==> config.mk <==
export PLATFORM = sky130hd
export DESIGN_NAME = sample_status_flags
export DESIGN_NICKNAME = d
export VERILOG_FILES = /design/src/sample_status_pkg.sv /design/src/burst_addr_step.sv /design/src/sample_status_flags.sv /design/src/status_flag_bank.sv
export SDC_FILE = /design/constraint.sdc
export NUM_CORES = 1
export LEC_CHECK = 0
export BUFFER_PORTS_ARGS = -buffer_cell sky130_fd_sc_hd__clkbuf_2
export CAP_MARGIN = 25
export CORE_UTILIZATION = 37
export DETAILED_ROUTE_END_ITERATION = 16
export HOLD_SLACK_MARGIN = 0.05
export SLEW_MARGIN = 20
export SYNTH_ARGS = -nofsm -noshare
export SYNTH_HDL_FRONTEND = slang
export SYNTH_SLANG_ARGS = --single-unit
==> constraint.sdc <==
create_clock -name clock -period 2.21 [get_ports clock]
set_input_delay 0.221 -clock clock [delete_from_list [all_inputs] [get_ports clock]]
set_output_delay 0.221 -clock clock [all_outputs]
set_load 0.005 [all_outputs]
==> src/sample_status_pkg.sv <==
/*
  Shared constants for the per-sample status block: register offsets,
  status bit positions, reset value and queue mode codes.
  Assumes byte-wide registers on an 8-bit register address.
*/
`default_nettype none

package sample_status_pkg;

  // Register offsets
  localparam logic [7:0] ADDR_STATUS_ALIAS  = 8'h00;
  localparam logic [7:0] ADDR_PRESS_HI      = 8'h01;
  localparam logic [7:0] ADDR_PRESS_MID     = 8'h02;
  localparam logic [7:0] ADDR_PRESS_LO      = 8'h03;
  localparam logic [7:0] ADDR_TEMP_HI       = 8'h04;
  localparam logic [7:0] ADDR_TEMP_LO       = 8'h05;
  localparam logic [7:0] ADDR_SAMPLE_READY  = 8'h06;
  localparam logic [7:0] ADDR_QUEUE_STATUS  = 8'h0d;
  localparam logic [7:0] ADDR_QUEUE_DATA    = 8'h0e;
  localparam logic [7:0] ADDR_BURST_WRAP    = 8'h05;

  // Status bit positions
  localparam int BIT_ANY_OVERWRITE   = 7;
  localparam int BIT_PRESS_OVERWRITE = 6;
  localparam int BIT_TEMP_OVERWRITE  = 5;
  localparam int BIT_ANY_READY       = 3;
  localparam int BIT_PRESS_READY     = 2;
  localparam int BIT_TEMP_READY      = 1;
  localparam logic [7:0] STATUS_USED_MASK = 8'hee;

  // Values after reset
  localparam logic [7:0]  STATUS_RESET   = 8'h00;
  localparam logic [7:0]  RDDATA_RESET   = 8'h00;
  localparam logic [7:0]  ADDR_RESET     = 8'h00;
  localparam logic [19:0] PRESS_RESET    = 20'h00000;
  localparam logic [11:0] TEMP_RESET     = 12'h000;
  localparam logic [7:0]  UNMAPPED_VALUE = 8'h00;

  // Queue mode field codes
  localparam logic [1:0] QFIELD_OFF       = 2'h0;
  localparam logic [1:0] QFIELD_CIRCULAR  = 2'h1;
  localparam logic [1:0] QFIELD_STOP_FULL = 2'h2;

  typedef enum logic [3:0] {
    QM_OFF       = 4'b0001,
    QM_CIRCULAR  = 4'b0010,
    QM_STOP_FULL = 4'b0100,
    QM_RESERVED  = 4'b1000
  } queue_mode_t;

endpackage

`default_nettype wire

==> src/burst_addr_step.sv <==
/*
  Next register address for a burst read. With the queue off the
  status and result bytes wrap 05h back to 00h; with the queue on the
  data port at 01h repeats so a burst drains the queue.
  Assumes a purely combinational use by the register port.
*/
`default_nettype none

module burst_addr_step (
  // Address in
  input  wire logic [7:0] curAddr,
  input  wire logic       queueOn,
  // Address out
  output logic      [7:0] nextAddr
);

  always_comb begin
    if (curAddr == sample_status_pkg::ADDR_BURST_WRAP) begin
      nextAddr = sample_status_pkg::ADDR_STATUS_ALIAS;
    end else if (queueOn && (curAddr == sample_status_pkg::ADDR_PRESS_HI)) begin
      nextAddr = sample_status_pkg::ADDR_PRESS_HI;
    end else begin
      nextAddr = 8'(curAddr + 8'h01);
    end
  end

endmodule

`default_nettype wire

==> src/sample_status_flags.sv <==
/*
  Per-sample status logic: ready and overwrite flags for pressure or
  altitude and temperature results, the result bytes, the status alias
  at 00h and the burst address pointer.
  Assumes an I2C engine on the same clock that loads a start address
  and pulses a read strobe per byte, and an acquisition engine that
  pulses a done strobe with its sample. Queue storage lives elsewhere.
*/
// Notes on behaviour
// - 00h reads sample status or queue status
// - Burst reads advance through status and data
// - Status bit layout fixed; reset zero, read-only
// - Any overwrite set on unread result replaced
// - Any overwrite cleared by high-byte or queue read
// - Pressure overwrite set when unread result replaced
// - Pressure overwrite cleared by pressure-high or queue read
// - Temperature overwrite set when unread result replaced
// - Temperature overwrite cleared by temp-high or queue read
// - Any ready set on new result, cleared likewise
// - Pressure ready set per acquisition, cleared on read
// - Temperature ready set per acquisition, cleared on read
// - Combined flags need ready event generator enable
// - Pressure flags need pressure event enable
// - Temperature flags need temperature event enable
// - Queue off: result bytes show real-time sample
// - Queue field: 00 off, 01 circular, 10 stop
// - Altimeter mode stores altitude, else pressure
`default_nettype none

module sample_status_flags (
  // Clock and reset
  input  wire logic        clock,
  input  wire logic        sys_rst,
  // Register read port
  input  wire logic        addrLoad,
  input  wire logic [7:0]  addrIn,
  input  wire logic        rdStrobe,
  output logic      [7:0]  rdData,
  output logic      [7:0]  curAddr,
  // Acquisition results
  input  wire logic        pressDone,
  input  wire logic        tempDone,
  input  wire logic [19:0] pressureSample,
  input  wire logic [19:0] altitudeSample,
  input  wire logic [11:0] tempSample,
  // Configuration bits
  input  wire logic [1:0]  queueModeField,
  input  wire logic        altimeterMode,
  input  wire logic        readyEventGenEnable,
  input  wire logic        pressEventEnable,
  input  wire logic        tempEventEnable,
  // Queue port
  input  wire logic [7:0]  queueStatus,
  input  wire logic [7:0]  queueData,
  output logic             queuePop,
  // Status view
  output logic      [7:0]  sampleReadyStatus,
  output logic             queueOn
);

  typedef struct packed {
    logic [7:0]  rdData;
    logic [7:0]  addrPtr;
    logic [19:0] pressRes;
    logic [11:0] tempRes;
  } state_t;

  state_t                          st_r;
  state_t                          st_nxt;
  sample_status_pkg::queue_mode_t  qMode;
  logic [7:0]                      effAddr;
  logic [7:0]                      stepAddr;
  logic [7:0]                      readByte;
  logic [7:0]                      status;
  logic [7:0]                      setVec;
  logic [7:0]                      clrVec;
  logic                            pressHiRead;
  logic                            tempHiRead;
  logic                            queueRead;
  logic                            pressClr;
  logic                            tempClr;
  logic                            anyClr;
  logic                            pressSet;
  logic                            tempSet;
  logic                            anySet;

  always_comb begin
    case (queueModeField)
      sample_status_pkg::QFIELD_OFF:       qMode = sample_status_pkg::QM_OFF;
      sample_status_pkg::QFIELD_CIRCULAR:  qMode = sample_status_pkg::QM_CIRCULAR;
      sample_status_pkg::QFIELD_STOP_FULL: qMode = sample_status_pkg::QM_STOP_FULL;
      default:                             qMode = sample_status_pkg::QM_RESERVED;
    endcase
  end

  // Reserved code treated as queue on, as any nonzero field
  assign queueOn = (qMode != sample_status_pkg::QM_OFF);

  // A load in the same cycle as a read reads at the new address
  assign effAddr = addrLoad ? addrIn : st_r.addrPtr;

  burst_addr_step u_step (
    .curAddr  (effAddr),
    .queueOn  (queueOn),
    .nextAddr (stepAddr)
  );

  // Read qualifiers that retire results
  assign pressHiRead = rdStrobe && !queueOn && (effAddr == sample_status_pkg::ADDR_PRESS_HI);
  assign tempHiRead  = rdStrobe && !queueOn && (effAddr == sample_status_pkg::ADDR_TEMP_HI);
  assign queueRead   = rdStrobe && queueOn &&
                       ((effAddr == sample_status_pkg::ADDR_PRESS_HI) ||
                        (effAddr == sample_status_pkg::ADDR_QUEUE_DATA));
  assign queuePop    = queueRead;

  assign pressClr = pressHiRead || queueRead;
  assign tempClr  = tempHiRead || queueRead;
  assign anyClr   = pressHiRead || tempHiRead || queueRead;

  assign pressSet = pressDone && pressEventEnable;
  assign tempSet  = tempDone && tempEventEnable;
  assign anySet   = (pressDone || tempDone) && readyEventGenEnable;

  // Overwrite only counts if the old result was not retired this cycle
  always_comb begin
    setVec = 8'h00;
    clrVec = 8'h00;
    setVec[sample_status_pkg::BIT_PRESS_READY] = pressSet;
    clrVec[sample_status_pkg::BIT_PRESS_READY] = pressClr;
    setVec[sample_status_pkg::BIT_TEMP_READY] = tempSet;
    clrVec[sample_status_pkg::BIT_TEMP_READY] = tempClr;
    setVec[sample_status_pkg::BIT_ANY_READY] = anySet;
    clrVec[sample_status_pkg::BIT_ANY_READY] = anyClr;
    setVec[sample_status_pkg::BIT_PRESS_OVERWRITE] =
      pressSet && status[sample_status_pkg::BIT_PRESS_READY] && !pressClr;
    clrVec[sample_status_pkg::BIT_PRESS_OVERWRITE] = pressClr;
    setVec[sample_status_pkg::BIT_TEMP_OVERWRITE] =
      tempSet && status[sample_status_pkg::BIT_TEMP_READY] && !tempClr;
    clrVec[sample_status_pkg::BIT_TEMP_OVERWRITE] = tempClr;
    setVec[sample_status_pkg::BIT_ANY_OVERWRITE] =
      anySet && status[sample_status_pkg::BIT_ANY_READY] && !anyClr;
    clrVec[sample_status_pkg::BIT_ANY_OVERWRITE] = anyClr;
  end

  // status flops, reserved bits never set
  status_flag_bank #(
    .WIDTH (8)
  ) u_flags (
    .clock   (clock),
    .sys_rst (sys_rst),
    .setVec  (setVec & sample_status_pkg::STATUS_USED_MASK),
    .clrVec  (clrVec),
    .flags   (status)
  );

  always_comb begin
    case (effAddr)
      sample_status_pkg::ADDR_STATUS_ALIAS: begin
        readByte = queueOn ? queueStatus : status;
      end
      sample_status_pkg::ADDR_PRESS_HI: begin
        readByte = queueOn ? queueData : st_r.pressRes[19:12];
      end
      sample_status_pkg::ADDR_PRESS_MID: begin
        readByte = queueOn ? sample_status_pkg::UNMAPPED_VALUE : st_r.pressRes[11:4];
      end
      sample_status_pkg::ADDR_PRESS_LO: begin
        readByte = queueOn ? sample_status_pkg::UNMAPPED_VALUE : {st_r.pressRes[3:0], 4'h0};
      end
      sample_status_pkg::ADDR_TEMP_HI: begin
        readByte = queueOn ? sample_status_pkg::UNMAPPED_VALUE : st_r.tempRes[11:4];
      end
      sample_status_pkg::ADDR_TEMP_LO: begin
        readByte = queueOn ? sample_status_pkg::UNMAPPED_VALUE : {st_r.tempRes[3:0], 4'h0};
      end
      // reserved bits already zero in the flops
      sample_status_pkg::ADDR_SAMPLE_READY: readByte = status;
      sample_status_pkg::ADDR_QUEUE_STATUS: readByte = queueStatus;
      sample_status_pkg::ADDR_QUEUE_DATA:   readByte = queueData;
      default:                              readByte = sample_status_pkg::UNMAPPED_VALUE;
    endcase
  end

  always_comb begin
    st_nxt = st_r;
    if (rdStrobe) begin
      st_nxt.rdData  = readByte;
      st_nxt.addrPtr = stepAddr;
    end else if (addrLoad) begin
      st_nxt.addrPtr = addrIn;
    end
    if (pressDone) begin
      st_nxt.pressRes = altimeterMode ? altitudeSample : pressureSample;
    end
    if (tempDone) begin
      st_nxt.tempRes = tempSample;
    end
  end

  always_ff @(posedge clock) begin
    if (sys_rst) begin
      st_r.rdData   <= sample_status_pkg::RDDATA_RESET;
      st_r.addrPtr  <= sample_status_pkg::ADDR_RESET;
      st_r.pressRes <= sample_status_pkg::PRESS_RESET;
      st_r.tempRes  <= sample_status_pkg::TEMP_RESET;
    end else begin
      st_r <= st_nxt;
    end
  end

  assign rdData            = st_r.rdData;
  assign curAddr           = st_r.addrPtr;
  assign sampleReadyStatus = status;
endmodule

`default_nettype wire

==> src/status_flag_bank.sv <==
/*
  Bank of sticky flags, one per bit: a set pulse raises a flag, a clear
  pulse drops it, and a set in the same cycle as a clear wins.
  Assumes set and clear come from logic on the same clock.
*/
`default_nettype none

module status_flag_bank #(
  parameter int WIDTH = 8
) (
  // Clock and reset
  input  wire logic             clock,
  input  wire logic             sys_rst,
  // Flag control
  input  wire logic [WIDTH-1:0] setVec,
  input  wire logic [WIDTH-1:0] clrVec,
  // Flag state
  output logic      [WIDTH-1:0] flags
);

  typedef struct packed {
    logic [WIDTH-1:0] flags;
  } bank_t;

  bank_t             st_r;
  bank_t             st_nxt;
  logic [WIDTH-1:0]  flagNext;

  genvar i;
  generate
    for (i = 0; i < WIDTH; i++) begin : g_flag
      // Set beats clear so no event is lost
      assign flagNext[i] = setVec[i] | (st_r.flags[i] & ~clrVec[i]);
    end
  endgenerate

  always_comb begin
    st_nxt       = st_r;
    st_nxt.flags = flagNext;
  end

  always_ff @(posedge clock) begin
    if (sys_rst) begin
      st_r.flags <= '0;
    end else begin
      st_r <= st_nxt;
    end
  end

  assign flags = st_r.flags;

endmodule

`default_nettype wire

======== Word level (Yosys, flattened, before mapping) ========
Cells that the tools add are included.
W data, S select, Z words.
storage, ports and cells
  bits in registers ....................... 54
  latch bits .............................. 0
  memory bits (writable) .................. 0
  memory bits (read-only) ................. 0
  bits of input ports ..................... 88
  memories ................................ 0
cells by class
  $add $sub $neg .......................... 1
  multipliers ............................. 0
  div/mod/pow operators ................... 0
  order comparisons ....................... 0
  equal/unequal tests ..................... 11
  shift operators ......................... 0
  mux-type cells .......................... 13
  bitwise logic cells ..................... 15
  reduce and logical (&&, ||, !) cells .... 27
operators with widths
  operator               number
  $mux W8                10
  $pmux W8 S9            1
  $eq A8 B3 Y1 const B   3
  $mux W20               1
  $eq A8 B2 Y1 const B   2
  $eq A8 B4 Y1 const B   2
  $logic_and A1 B1 Y1    15
  $pmux W4 S3            1
  $add A8 B1 Y8 const B  1
  $eq A8 B1 Y1 const B   1
  $logic_not A8 Y1       1
  $and A1 B1 Y1          6
  $logic_or A1 B1 Y1     6
  $or A1 B1 Y1           6
  $logic_not A1 Y1       4
  $ne A4 B1 Y1 const B   1
  $not A1 Y1             3
  $eq A2 B1 Y1 const B   1
  $eq A2 B2 Y1 const B   1
  $logic_not A2 Y1       1

======== Depth between registers and ports, before layout ========
Gate-level depths: netlist of run 1.
  word-level depth ........................ 11
  gate-level depth with buffers ........... 10
  depth with buffers taken out ............ 9

======== Cells and area by module ========
Synthesis of run 1 repeated with hierarchy kept, for this count alone.
second synthesis, totals
  cell total of the unflattened synthesis .. 410
  area, all modules ....................... 3477.1 µm²
modules (own cells, without submodules)
  module               times used  cells each  area each (µm²)  sequential area each (µm²)
  sample_status_flags  1           349         2892.8           960.9
  status_flag_bank     1           33          381.6            160.2
  burst_addr_step      1           28          202.7            0.0

======== Worst setup path after synthesis of run 1 ========
Ideal clock, no wire load.
  path type ............................... input port to flip-flop
  start ................................... in addrLoad
  end ..................................... reg rdData[0] (netlist name)
  arrival time ............................ 2.045 ns
  required time ........................... 2.093 ns
  setup slack ............................. 0.048 ns
  stages on the path ...................... 10
  path through ............................ buf_6 > mux2i_1 > inv_1 > ha_1 > clkbuf_1 > o21ai_0 > nor3_1 > or2_1 > a221o_1 > a22o_1
between the ends
  cells in the longest elaborated chain, start to end .. 3
  elaborated cells between the ends (all ways) .. 11
RTL lines
  what                                        RTL line                    text
  start: declaration                          sample_status_flags.sv:35   input wire logic addrLoad,
  $mux W8 *                                   -
  $eq A8 B4 Y1, or another cell as far along  sample_status_flags.sv:157  case (effAddr)
  $pmux W8 S9 *                               sample_status_flags.sv:157
Mark *: on every way between the ends. The rest lies on a longest branch, timed or not.
A chain may end at the register's enable or synchronous reset.

======== Worst setup path after layout of run 1 ========
  start ................................... reg st_r, in the netlist curAddr[0]
  end ..................................... out queuePop
between the ends
  cells in the longest elaborated chain, start to end .. 4
  elaborated cells between the ends (all ways) .. 5
RTL lines
  what                                                 RTL line                                                text
  start: declaration                                   sample_status_flags.sv:68                               state_t st_r;
  start signal: assignment                             sample_status_flags.sv:207                              st_r <= st_nxt;
  $mux W8 *                                            -
  $eq A8 B1 Y1 / $eq A8 B4 Y1 (equally long branches)  sample_status_flags.sv:112, sample_status_flags.sv:113
  $logic_or A1 B1 Y1 *                                 sample_status_flags.sv:112                              ((effAddr == sample_status_pkg::ADDR_PRESS_HI) ||
  $logic_and A1 B1 Y1 *                                sample_status_flags.sv:111                              assign queueRead = rdStrobe && queueOn &&
  end: declaration                                     sample_status_flags.sv:55                               output logic queuePop,
Marks and branches as above.

==> flow_summary.yaml, run 1 <==
outcome:
  status: "completed"
synth:
  yosysWarnings: 0
  yosys.area.top_type: "dfxtp_1"
  synth_flop_cell: "dfxtp_1"
  synth_edf_count: 0
  syn_avg_cell_area_um2: 8.648
  synth_top_area_share_pct: 33.42
  synthCells: 374
  synthTopCellsByArea: "dfxtp_1 (33%), mux2i_1 (13%), nor2_1 (6.3%), a211oi_1 (5.6%), buf_4 (4.2%)"
  synthArstFlopShare_pct: 0
  synth_cell_type_count: 51
  ys_ff_latch: 54
  synth_area_um2: 3234
  synth_seq_area_share_pct: 33.42
route:
  drc: 0
  totalWireLength_um: 10040
  wire_per_inst_um: 16.73
  drt-initial-drc-count: 206
  vias: 3334
  drtPass1Iterations: 5
  postRouteAntennaNets: 0
  via_per_inst: 5.557
die:
  initial_core_util_pct: 38.78
  io_pins: 114
  dieArea_um2: 9119
  dieWidth_um: 95.50
  die_y_um: 95.50
  placementRows: 33
  core-area_um2: 8341
clock_tree:
  clk_latency_ns: 0.32
  clk_pin_slew_ns: 0.11
  cts_tree: "yes"
  clockBufferDepth: 2
  cts_root_buffer: "clkbuf_8"
  h-tree-depth: 2
  postCtsHoldBufs: 0
  clock-sinks: 54
  cts_buffers: 5
  post_cts_buffers: 0
timing:
  finalSetupTns_ns: 0
  finalMaxSlewViolations: 0
  setup_viol: 0
  max_clock_freq_mhz: 486.5
  timing.final.crit_share_pct: 93.01
  relSlewSlack_pct: 60.68
  rsz0062_at_grt: "false"
  hold_violations: 0
  finalClockSkew_ns: 0.006545
  layout_setup_ws_ns: 0.1545
  tightest_slew_ns: 0.5877
  fin_crit_ns: 2.056
worst_setup_path:
  cp_slowest_stage_delay_ns: 0.35
  worstPathCellList: "mux2i_4 > ha_2 > buf_4 > a22oi_2 > nor3_1 > clkbuf_2"
  critPathTopFamily: "flip-flops"
  reg2reg_setup_slack_ns: 0.19
  worstPathArrival_ns: 1.83
  worst-path-buf-inv: 2
  crit_path_start_kind: "register"
  critPathCaptureType: "output port"
  cp_max_fo: 5
  path_class: "reg -> out"
  required_ns: 1.99
  slowest_stage: "dfxtp_1"
placed_design:
  portBuffers: 111
  dpl.hpwl_um: 8014
  dp.cells: 592
  dp_slack_ns: -0.1614
  gp_congestion: 0.9572
finish:
  fin_cells: 600
  nFillCells: 827
  syn2layout_area_growth_pct: 28.97
  final_util_pct: 50.02
  register_area_um2: 1081
  nNetsFinal: 586
  diodes: 0
  multiInputGateArea_um2: 1943
  drive_above_1_share_pct: 36.16
global_route:
  grt_max_degree: 30
  gr-total-overflow: 0
  antenna_found_initial: 0
  grt_pass1_wl_um: 16150
  grt_pass1_vias: 3183
  grt_use_total_pct: 23.18
power_and_ir_drop:
  p_leak_nw: 1.848
  power_density_nw_per_um2: 561.1
  ir_drop_mv: 0.2960
  power.total_mw: 2.341
hold_path:
  min-delay-path-class: "in -> reg"
job:
  cap_violations: 0
==> Yosys cell counts (all sizes together) (2+ instances only) <==
master,instances
a211oi,24
a21o,2
a21oi,16
a222oi,3
a22o,7
a22oi,12
a31oi,7
a32o,6
a32oi,6
buf,22
clkbuf,17
dfxtp,54
ha,4
inv,7
mux2i,42
nand2,12
nand3,4
nand4,2
nor2,56
nor2b,5
nor3,14
nor3b,3
o21ai,15
o22ai,5
o32ai,2
or2,3
or4,2
xnor2,4
xor2,2
==> kinds of logic after synthesis <==
kind of cell / synth area share [%]
muxes: 13.00
other: 0.1159
adders and majority gates: 1.547
buffers and inverters: 7.776
xor gates and xnor gates: 1.625
and+or+nand+nor: 16.09
AOI/OAI and AO/OA: 26.42
DFF: 33.42
==> final timing paths <==
kind	cells past startpoint	end	startpoint
setup / recovery	6	queuePop	curAddr[0]
hold / removal	3	rdData[3]	queueData[3]
setup reg to reg	9	rdData[7]	curAddr[1]
hold reg to reg	1	rdData[0]	rdData[0]
==> sequential cells by signal (all words and copies together), names as in the netlist <==
signal and count:
curAddr 8, rdData 8, st_r 32, u_flags.flags 6
==> power by group <==
| part | switching, mW | internal (mW) | leakage [nW] |
|---|---|---|---|
| sequential | 0.0524 | 1.03 | 0.445 |
| clock | 0.363 | 0.346 | 0.0563 |
| combinational | 0.291 | 0.257 | 1.35 |
==> stage by stage <==
stage,area [um2],hold WS (ns)
finish,4172,0.1353
global route,4172,0.1360
CTS,4143,0.1383
detailed placement,4016,0.4692
global placement,4016,0.4586
floorplan,3238,0.3656
==> area by class of cell <==
type                            instances  area share (%)
Inverter                                8          0.7199
Timing Repair Buffer                  151           20.82
Sequential cell                        54           25.91
Clock inverter                          3           1.170
Clock buffer                            5           1.650
Tap cell                              105           3.149
Multi-Input combinational cell        274           46.58
==> worst register-to-register path, delay by kind of cell (launching register included) <==
family,cells,cell delay [ns]
adder cells (fa/ha/maj),1,0.21
AO/OA/AOI/OAI,4,0.79
flip-flops,1,0.35
buffers and inverters,3,0.39
multiplexers,1,0.19
==> layer usage <==
| layer | global-route usage, % | wire [um] | vias up |
|---|---|---|---|
| met2 | 36.61 | 4397 | 180 |
| met4 | 7.463 | 235 | 0 |
| met1 | 31.73 | 4570 | 1510 |
| met3 | 4.306 | 833 | 19 |
| li1 | - | - | 1625 |
| met5 | 0 | 0 | - |
==> what timing repair did <==
item                       CTS  global route
gates resized for setup      2             6
setup endpoints to repair    2            19
pin swaps                    0             0
==> placed cells by master, fill, tap and decap left out, types with 5 or more instances in the layout <==
master	synthesis	routed
nor3_1	13	13
a21oi_1	16	16
clkbuf_8	0	5
a22oi_1	11	10
o22ai_1	5	5
buf_4	18	39
mux2i_1	42	40
inv_1	7	7
nand2_1	12	12
dfxtp_1	54	54
a211oi_1	24	24
a31oi_1	7	7
o21ai_0	13	13
nor2_1	54	54
a32o_1	6	6
a22o_1	7	7
a32oi_1	6	6
clkbuf_2	0	111
Power figures use the tool's default switching activity.
==> run 2: changes to the inputs <==
Settings changed: CORE_ASPECT_RATIO set to 1.75.
==> run 2 against run 1 <==
Effect of this change: non-clock buffer count is 24 higher; worst hold slack improved by 0.021 ns; fmax decreased by 4.6%; routed wire length increased by 14%; largest cell class unchanged; clock skew down 0.00092 ns; first-iteration DRC count decreased by 13%; clock-buffer cell count did not move; setup slack got worse by 0.10 ns; sequential share of layout area shrank 1.3 points; sequential cell count did not move; register-to-register slack worse by 0.09 ns; clock power increased by 15%.
==> flow_summary.yaml, run 2 (synthesis gave the netlist of run 1 again) <==
outcome:
  status: "completed"
worst_setup_path:
  slowest_stage: "dfxtp_1"
  path_class: "reg -> out"
  worstPathCellList: "mux2i_4 > inv_1 > ha_2 > buf_4 > a22oi_1 > buf_4 > nor3_1 > clkbuf_2"
  critPathCaptureType: "output port"
  cp_slowest_stage_delay_ns: 0.41
  crit_path_start_kind: "register"
  cp_common_cell: "buf_4"
  critPathTopFamily: "buffers and inverters"
  rr_startpoint: "curAddr[0]"
  cp_max_fo: 5
  worst-path-buf-inv: 4
  worstPathArrival_ns: 1.93
  required_ns: 1.99
  crit_start: "curAddr[0]"
die:
  dieWidth_um: 72.68
  placementRows: 44
  die_y_um: 125.7
  io_pins: 114
  initial_core_util_pct: 38.65
  core-area_um2: 8368
  dieArea_um2: 9134
timing:
  layout_setup_ws_ns: 0.05469
  finalMaxSlewViolations: 0
  rsz0062_at_grt: "true"
  setup_viol: 0
  max_clock_freq_mhz: 464.0
  hold_violations: 0
  finalClockSkew_ns: 0.005622
  tightest_slew_ns: 0.6092
  relSlewSlack_pct: 59.39
  fin_crit_ns: 2.155
  timing.final.crit_share_pct: 97.53
global_route:
  grt_pass1_wl_um: 17900
  grt_pass1_vias: 3511
  gr-total-overflow: 0
  grt_use_total_pct: 26.12
  antenna_found_initial: 0
  grt_max_degree: 28
route:
  postRouteAntennaNets: 0
  drc: 0
  wire_per_inst_um: 17.99
  drt-initial-drc-count: 180
  drtPass1Iterations: 5
  vias: 3444
  totalWireLength_um: 11400
  via_per_inst: 5.432
clock_tree:
  cts_buffers: 5
  cts_tree: "yes"
  clk_pin_slew_ns: 0.07
  clockBufferDepth: 2
  cts_root_buffer: "clkbuf_16"
  clock-sinks: 54
  post_cts_buffers: 0
  clk_latency_ns: 0.30
  h-tree-depth: 2
power_and_ir_drop:
  p_leak_nw: 1.979
  ir_drop_mv: 0.5294
  power_density_nw_per_um2: 571.1
  power.total_mw: 2.508
placed_design:
  dpl.hpwl_um: 9294
  gp_congestion: 0.9592
  dp_slack_ns: -0.1970
  portBuffers: 111
  placed_cell_area_um2: 4197
job:
  cap_violations: 0
finish:
  layout_common_cells: "clkbuf_2 (111), buf_4 (64), nor2_1 (54), dfxtp_1 (54), mux2i_1 (40)"
  regMostFlops: "st_r"
  largest_reg_flops: 32
  syn2layout_area_growth_pct: 35.74
  design_area_um2: 4390
  nFillCells: 841
  drive_above_1_share_pct: 39.50
  final_util_pct: 52.47
  nNetsFinal: 610
  mostFrequentLayoutCell: "clkbuf_2"
  diodes: 0
hold_path:
  min_from: "tempSample[1]"
  min-delay-path-class: "in -> reg"
-- run 2: tightest hold or removal path: stages --
cell	delay (ns)
clkbuf_2	0.08
mux2i_1	0.06
nor2_1	0.07
-- run 2: power by group --
part,leakage [nW],total (mW),internal [mW],switching [mW]
combinational,1.46,0.611,0.295,0.316
clock,0.0704,0.813,0.427,0.386
sequential,0.445,1.08,1.03,0.0521
-- run 2: layout make-up --
| cell class | count | area, um2 | share of cell area, % |
|---|---|---|---|
| clock buffers | 5 | 125.1 | 2.850 |
| clock inverters | 3 | 25.02 | 0.5700 |
| inverters | 8 | 30.03 | 0.6840 |
| multi-input cells | 274 | 1949 | 44.40 |
| flip-flops and latches | 54 | 1081 | 24.62 |
| well taps | 115 | 143.9 | 3.277 |
| repair buffers | 175 | 1036 | 23.60 |
-- run 2: final timing paths --
kind                                  end  slack, ns  cells after the start
worst min register to register  rdData[7]       0.49                      1
worst min-delay path              st_r[1]       0.16                      3
worst max register to register  rdData[2]       0.10                      9
worst max-delay path             queuePop       0.05                      8
-- run 2: metal layers --
| layer | global-route usage, % | vias up | share of wire (%) |
|---|---|---|---|
| met2 | 46.78 | 134 | 54 |
| met4 | 16.49 | 0 | 4.8 |
| met5 | 0 | - | 0 |
| met1 | 27.35 | 1589 | 37 |
| met3 | 4.320 | 37 | 4.5 |
| li1 | - | 1684 | - |
-- run 2: repair_timing --
item                                    CTS  global route
resized for setup                         5             9
endpoints found under the setup margin    8            10
endpoints found under the hold margin     0             0
hold buffers                              0             0
pin swaps                                 0             0
-- run 2: through the flow --
step	instances	setup TNS, ns	hold WS (ns)
finish	634	0	0.1565
global route	634	-0.01148	0.1569
CTS	634	0	0.1541
detailed placement	626	-1.755	0.4639
global placement	626	-1.117	0.4555
floorplan	375	0	0.3656
==> run 3: changes to the inputs <==
Settings changed: BUFFER_PORTS_ARGS -buffer_cell sky130_fd_sc_hd__clkbuf_2 to -buffer_cell sky130_fd_sc_hd__buf_2.
==> run 3 against run 2 <==
Effect of this change: die area unchanged; routed wire length decreased by 1.6%; sequential power about the same; clock power decreased by 4.1%; sequential share of layout area increased by 0.71 points; cell count decreased by 2.4%; power decreased by 2.5%; combinational power decreased by 5.2%; via count decreased by 0.90%; non-clock buffer count decreased by 14; largest cell class unchanged; largest power group unchanged.
==> flow_summary.yaml, run 3 (synthesis gave the netlist of run 1 again) <==
outcome:
  status: "completed"
worst_setup_path:
  worst-path-buf-inv: 2
  critPathCaptureType: "output port"
  crit_path_start_kind: "register"
  cp_max_fo: 5
  worstPathArrival_ns: 1.88
  required_ns: 1.99
  path_class: "reg -> out"
  cp_slowest_stage_delay_ns: 0.41
  slowest_stage: "dfxtp_1"
  critPathTopFamily: "simple AND/OR/NAND/NOR gates"
  worstPathCellList: "nor2b_1 > a32o_1 > a22oi_1 > buf_4 > nor3_1 > buf_2"
job:
  cap_violations: 0
finish:
  diodes: 0
  layout_common_cells: "buf_2 (111), dfxtp_1 (54), nor2_1 (53)"
  mostFrequentLayoutCell: "buf_2"
  final_util_pct: 51.00
  largest_reg_flops: 32
  nNetsFinal: 596
  syn2layout_area_growth_pct: 31.95
  regMostFlops: "st_r"
  drive_above_1_share_pct: 37.50
die:
  initial_core_util_pct: 38.65
  placementRows: 44
  die_y_um: 125.7
  dieArea_um2: 9134
  io_pins: 114
  core-area_um2: 8368
  dieWidth_um: 72.68
power_and_ir_drop:
  p_leak_nw: 1.896
  ir_drop_mv: 0.4053
  power_density_nw_per_um2: 572.7
hold_path:
  min-delay-path-class: "in -> reg"
route:
  postRouteAntennaNets: 0
  drt-initial-drc-count: 154
  wire_per_inst_um: 18.12
  drc: 0
  drtPass1Iterations: 5
  vias: 3413
  via_per_inst: 5.514
  totalWireLength_um: 11220
timing:
  tightest_slew_ns: 0.5512
  finalMaxSlewViolations: 0
  relSlewSlack_pct: 63.25
  fin_crit_ns: 2.101
  timing.final.crit_share_pct: 95.08
  setup_viol: 0
  max_clock_freq_mhz: 475.9
  hold_violations: 0
  finalClockSkew_ns: 0.003399
  layout_setup_ws_ns: 0.1087
  rsz0062_at_grt: "false"
clock_tree:
  clk_pin_slew_ns: 0.07
  postCtsHoldBufs: 0
  h-tree-depth: 2
  clk_latency_ns: 0.29
  clock-sinks: 54
  clockBufferDepth: 2
  cts_tree: "yes"
  cts_root_buffer: "clkbuf_16"
  cts_buffers: 5
  post_cts_buffers: 0
global_route:
  antenna_found_initial: 0
  grt_pass1_wl_um: 17040
  grt_util_met3_pct: 4.640
  met2_usage_pct: 43.49
  grt_max_degree: 30
  grt_pass1_vias: 3318
  gr-total-overflow: 0
  gr-max-usage-layer: "met2"
  met1_usage_pct: 26.79
  grt_use_total_pct: 25.25
placed_design:
  dp_slack_ns: -0.1790
  gp_congestion: 0.9598
  portBuffers: 111
  dpl.hpwl_um: 9107
run 3: changes by cell type in the layout (fill, tap and decap cells not counted), sizes merged:
cell | before | now
clkinvlp | 1 | 2
buf | 64 | 161
clkinv | 2 | 1
clkbuf | 116 | 5
inv | 8 | 7
run 3: timing repair:
action,CTS,global route
setup endpoints to repair,3,15
hold endpoints to repair,0,0
gates resized for setup,2,9
run 3: worst min-delay path: cells and delay by family:
family	cells	cell delay [ns]
buffers and inverters	1	0.07
AND/OR/NAND/NOR	1	0.07
multiplexers	1	0.05
run 3: path summary, 6_finish.rpt:
path,slack (ns),depth (start not counted),from,end
setup / recovery,0.11,6,curAddr[3],queuePop
hold / removal,0.16,3,tempSample[0],st_r[0]
hold reg to reg,0.48,1,rdData[7],rdData[7]
setup reg to reg,0.14,9,curAddr[0],rdData[7]
run 3: final cells by class:
cell class                 instances  area [um2]
fill                             870        4100
multi-input combinational        274        1942
sequential                        54        1081
timing repair buffer             161       930.9
tap                              115       143.9
clock buffer                       5       125.1
inverter                           8       30.03
clock inverter                     2       15.01
run 3: metal layers:
layer  vias to the layer above  wire (um)
met1                      1574       4214
met3                        40        498
li1                       1647          -
met4                         0        736
met2                       152       5769
met5                         -          0
run 3: metrics by stage:
stage / hold slack [ns] / setup TNS (ns) / power [mW] / std cells / area (um2)
finish: 0.1599 / 0 / 2.444 / 619 / 4268
global route: 0.1708 / 0 / 2.551 / 619 / 4268
CTS: 0.1590 / 0 / 2.449 / 619 / 4244
detailed placement: 0.4623 / -0.7592 / 1.670 / 612 / 4091
global placement: 0.4530 / -0.3571 / 1.666 / 612 / 4091
floorplan: 0.3656 / 0 / 1.395 / 375 / 3238
run 3: where the power goes:
part / internal, mW / switching [mW]
sequential: 1.03 / 0.0534
clock: 0.414 / 0.366
combinational: 0.272 / 0.307
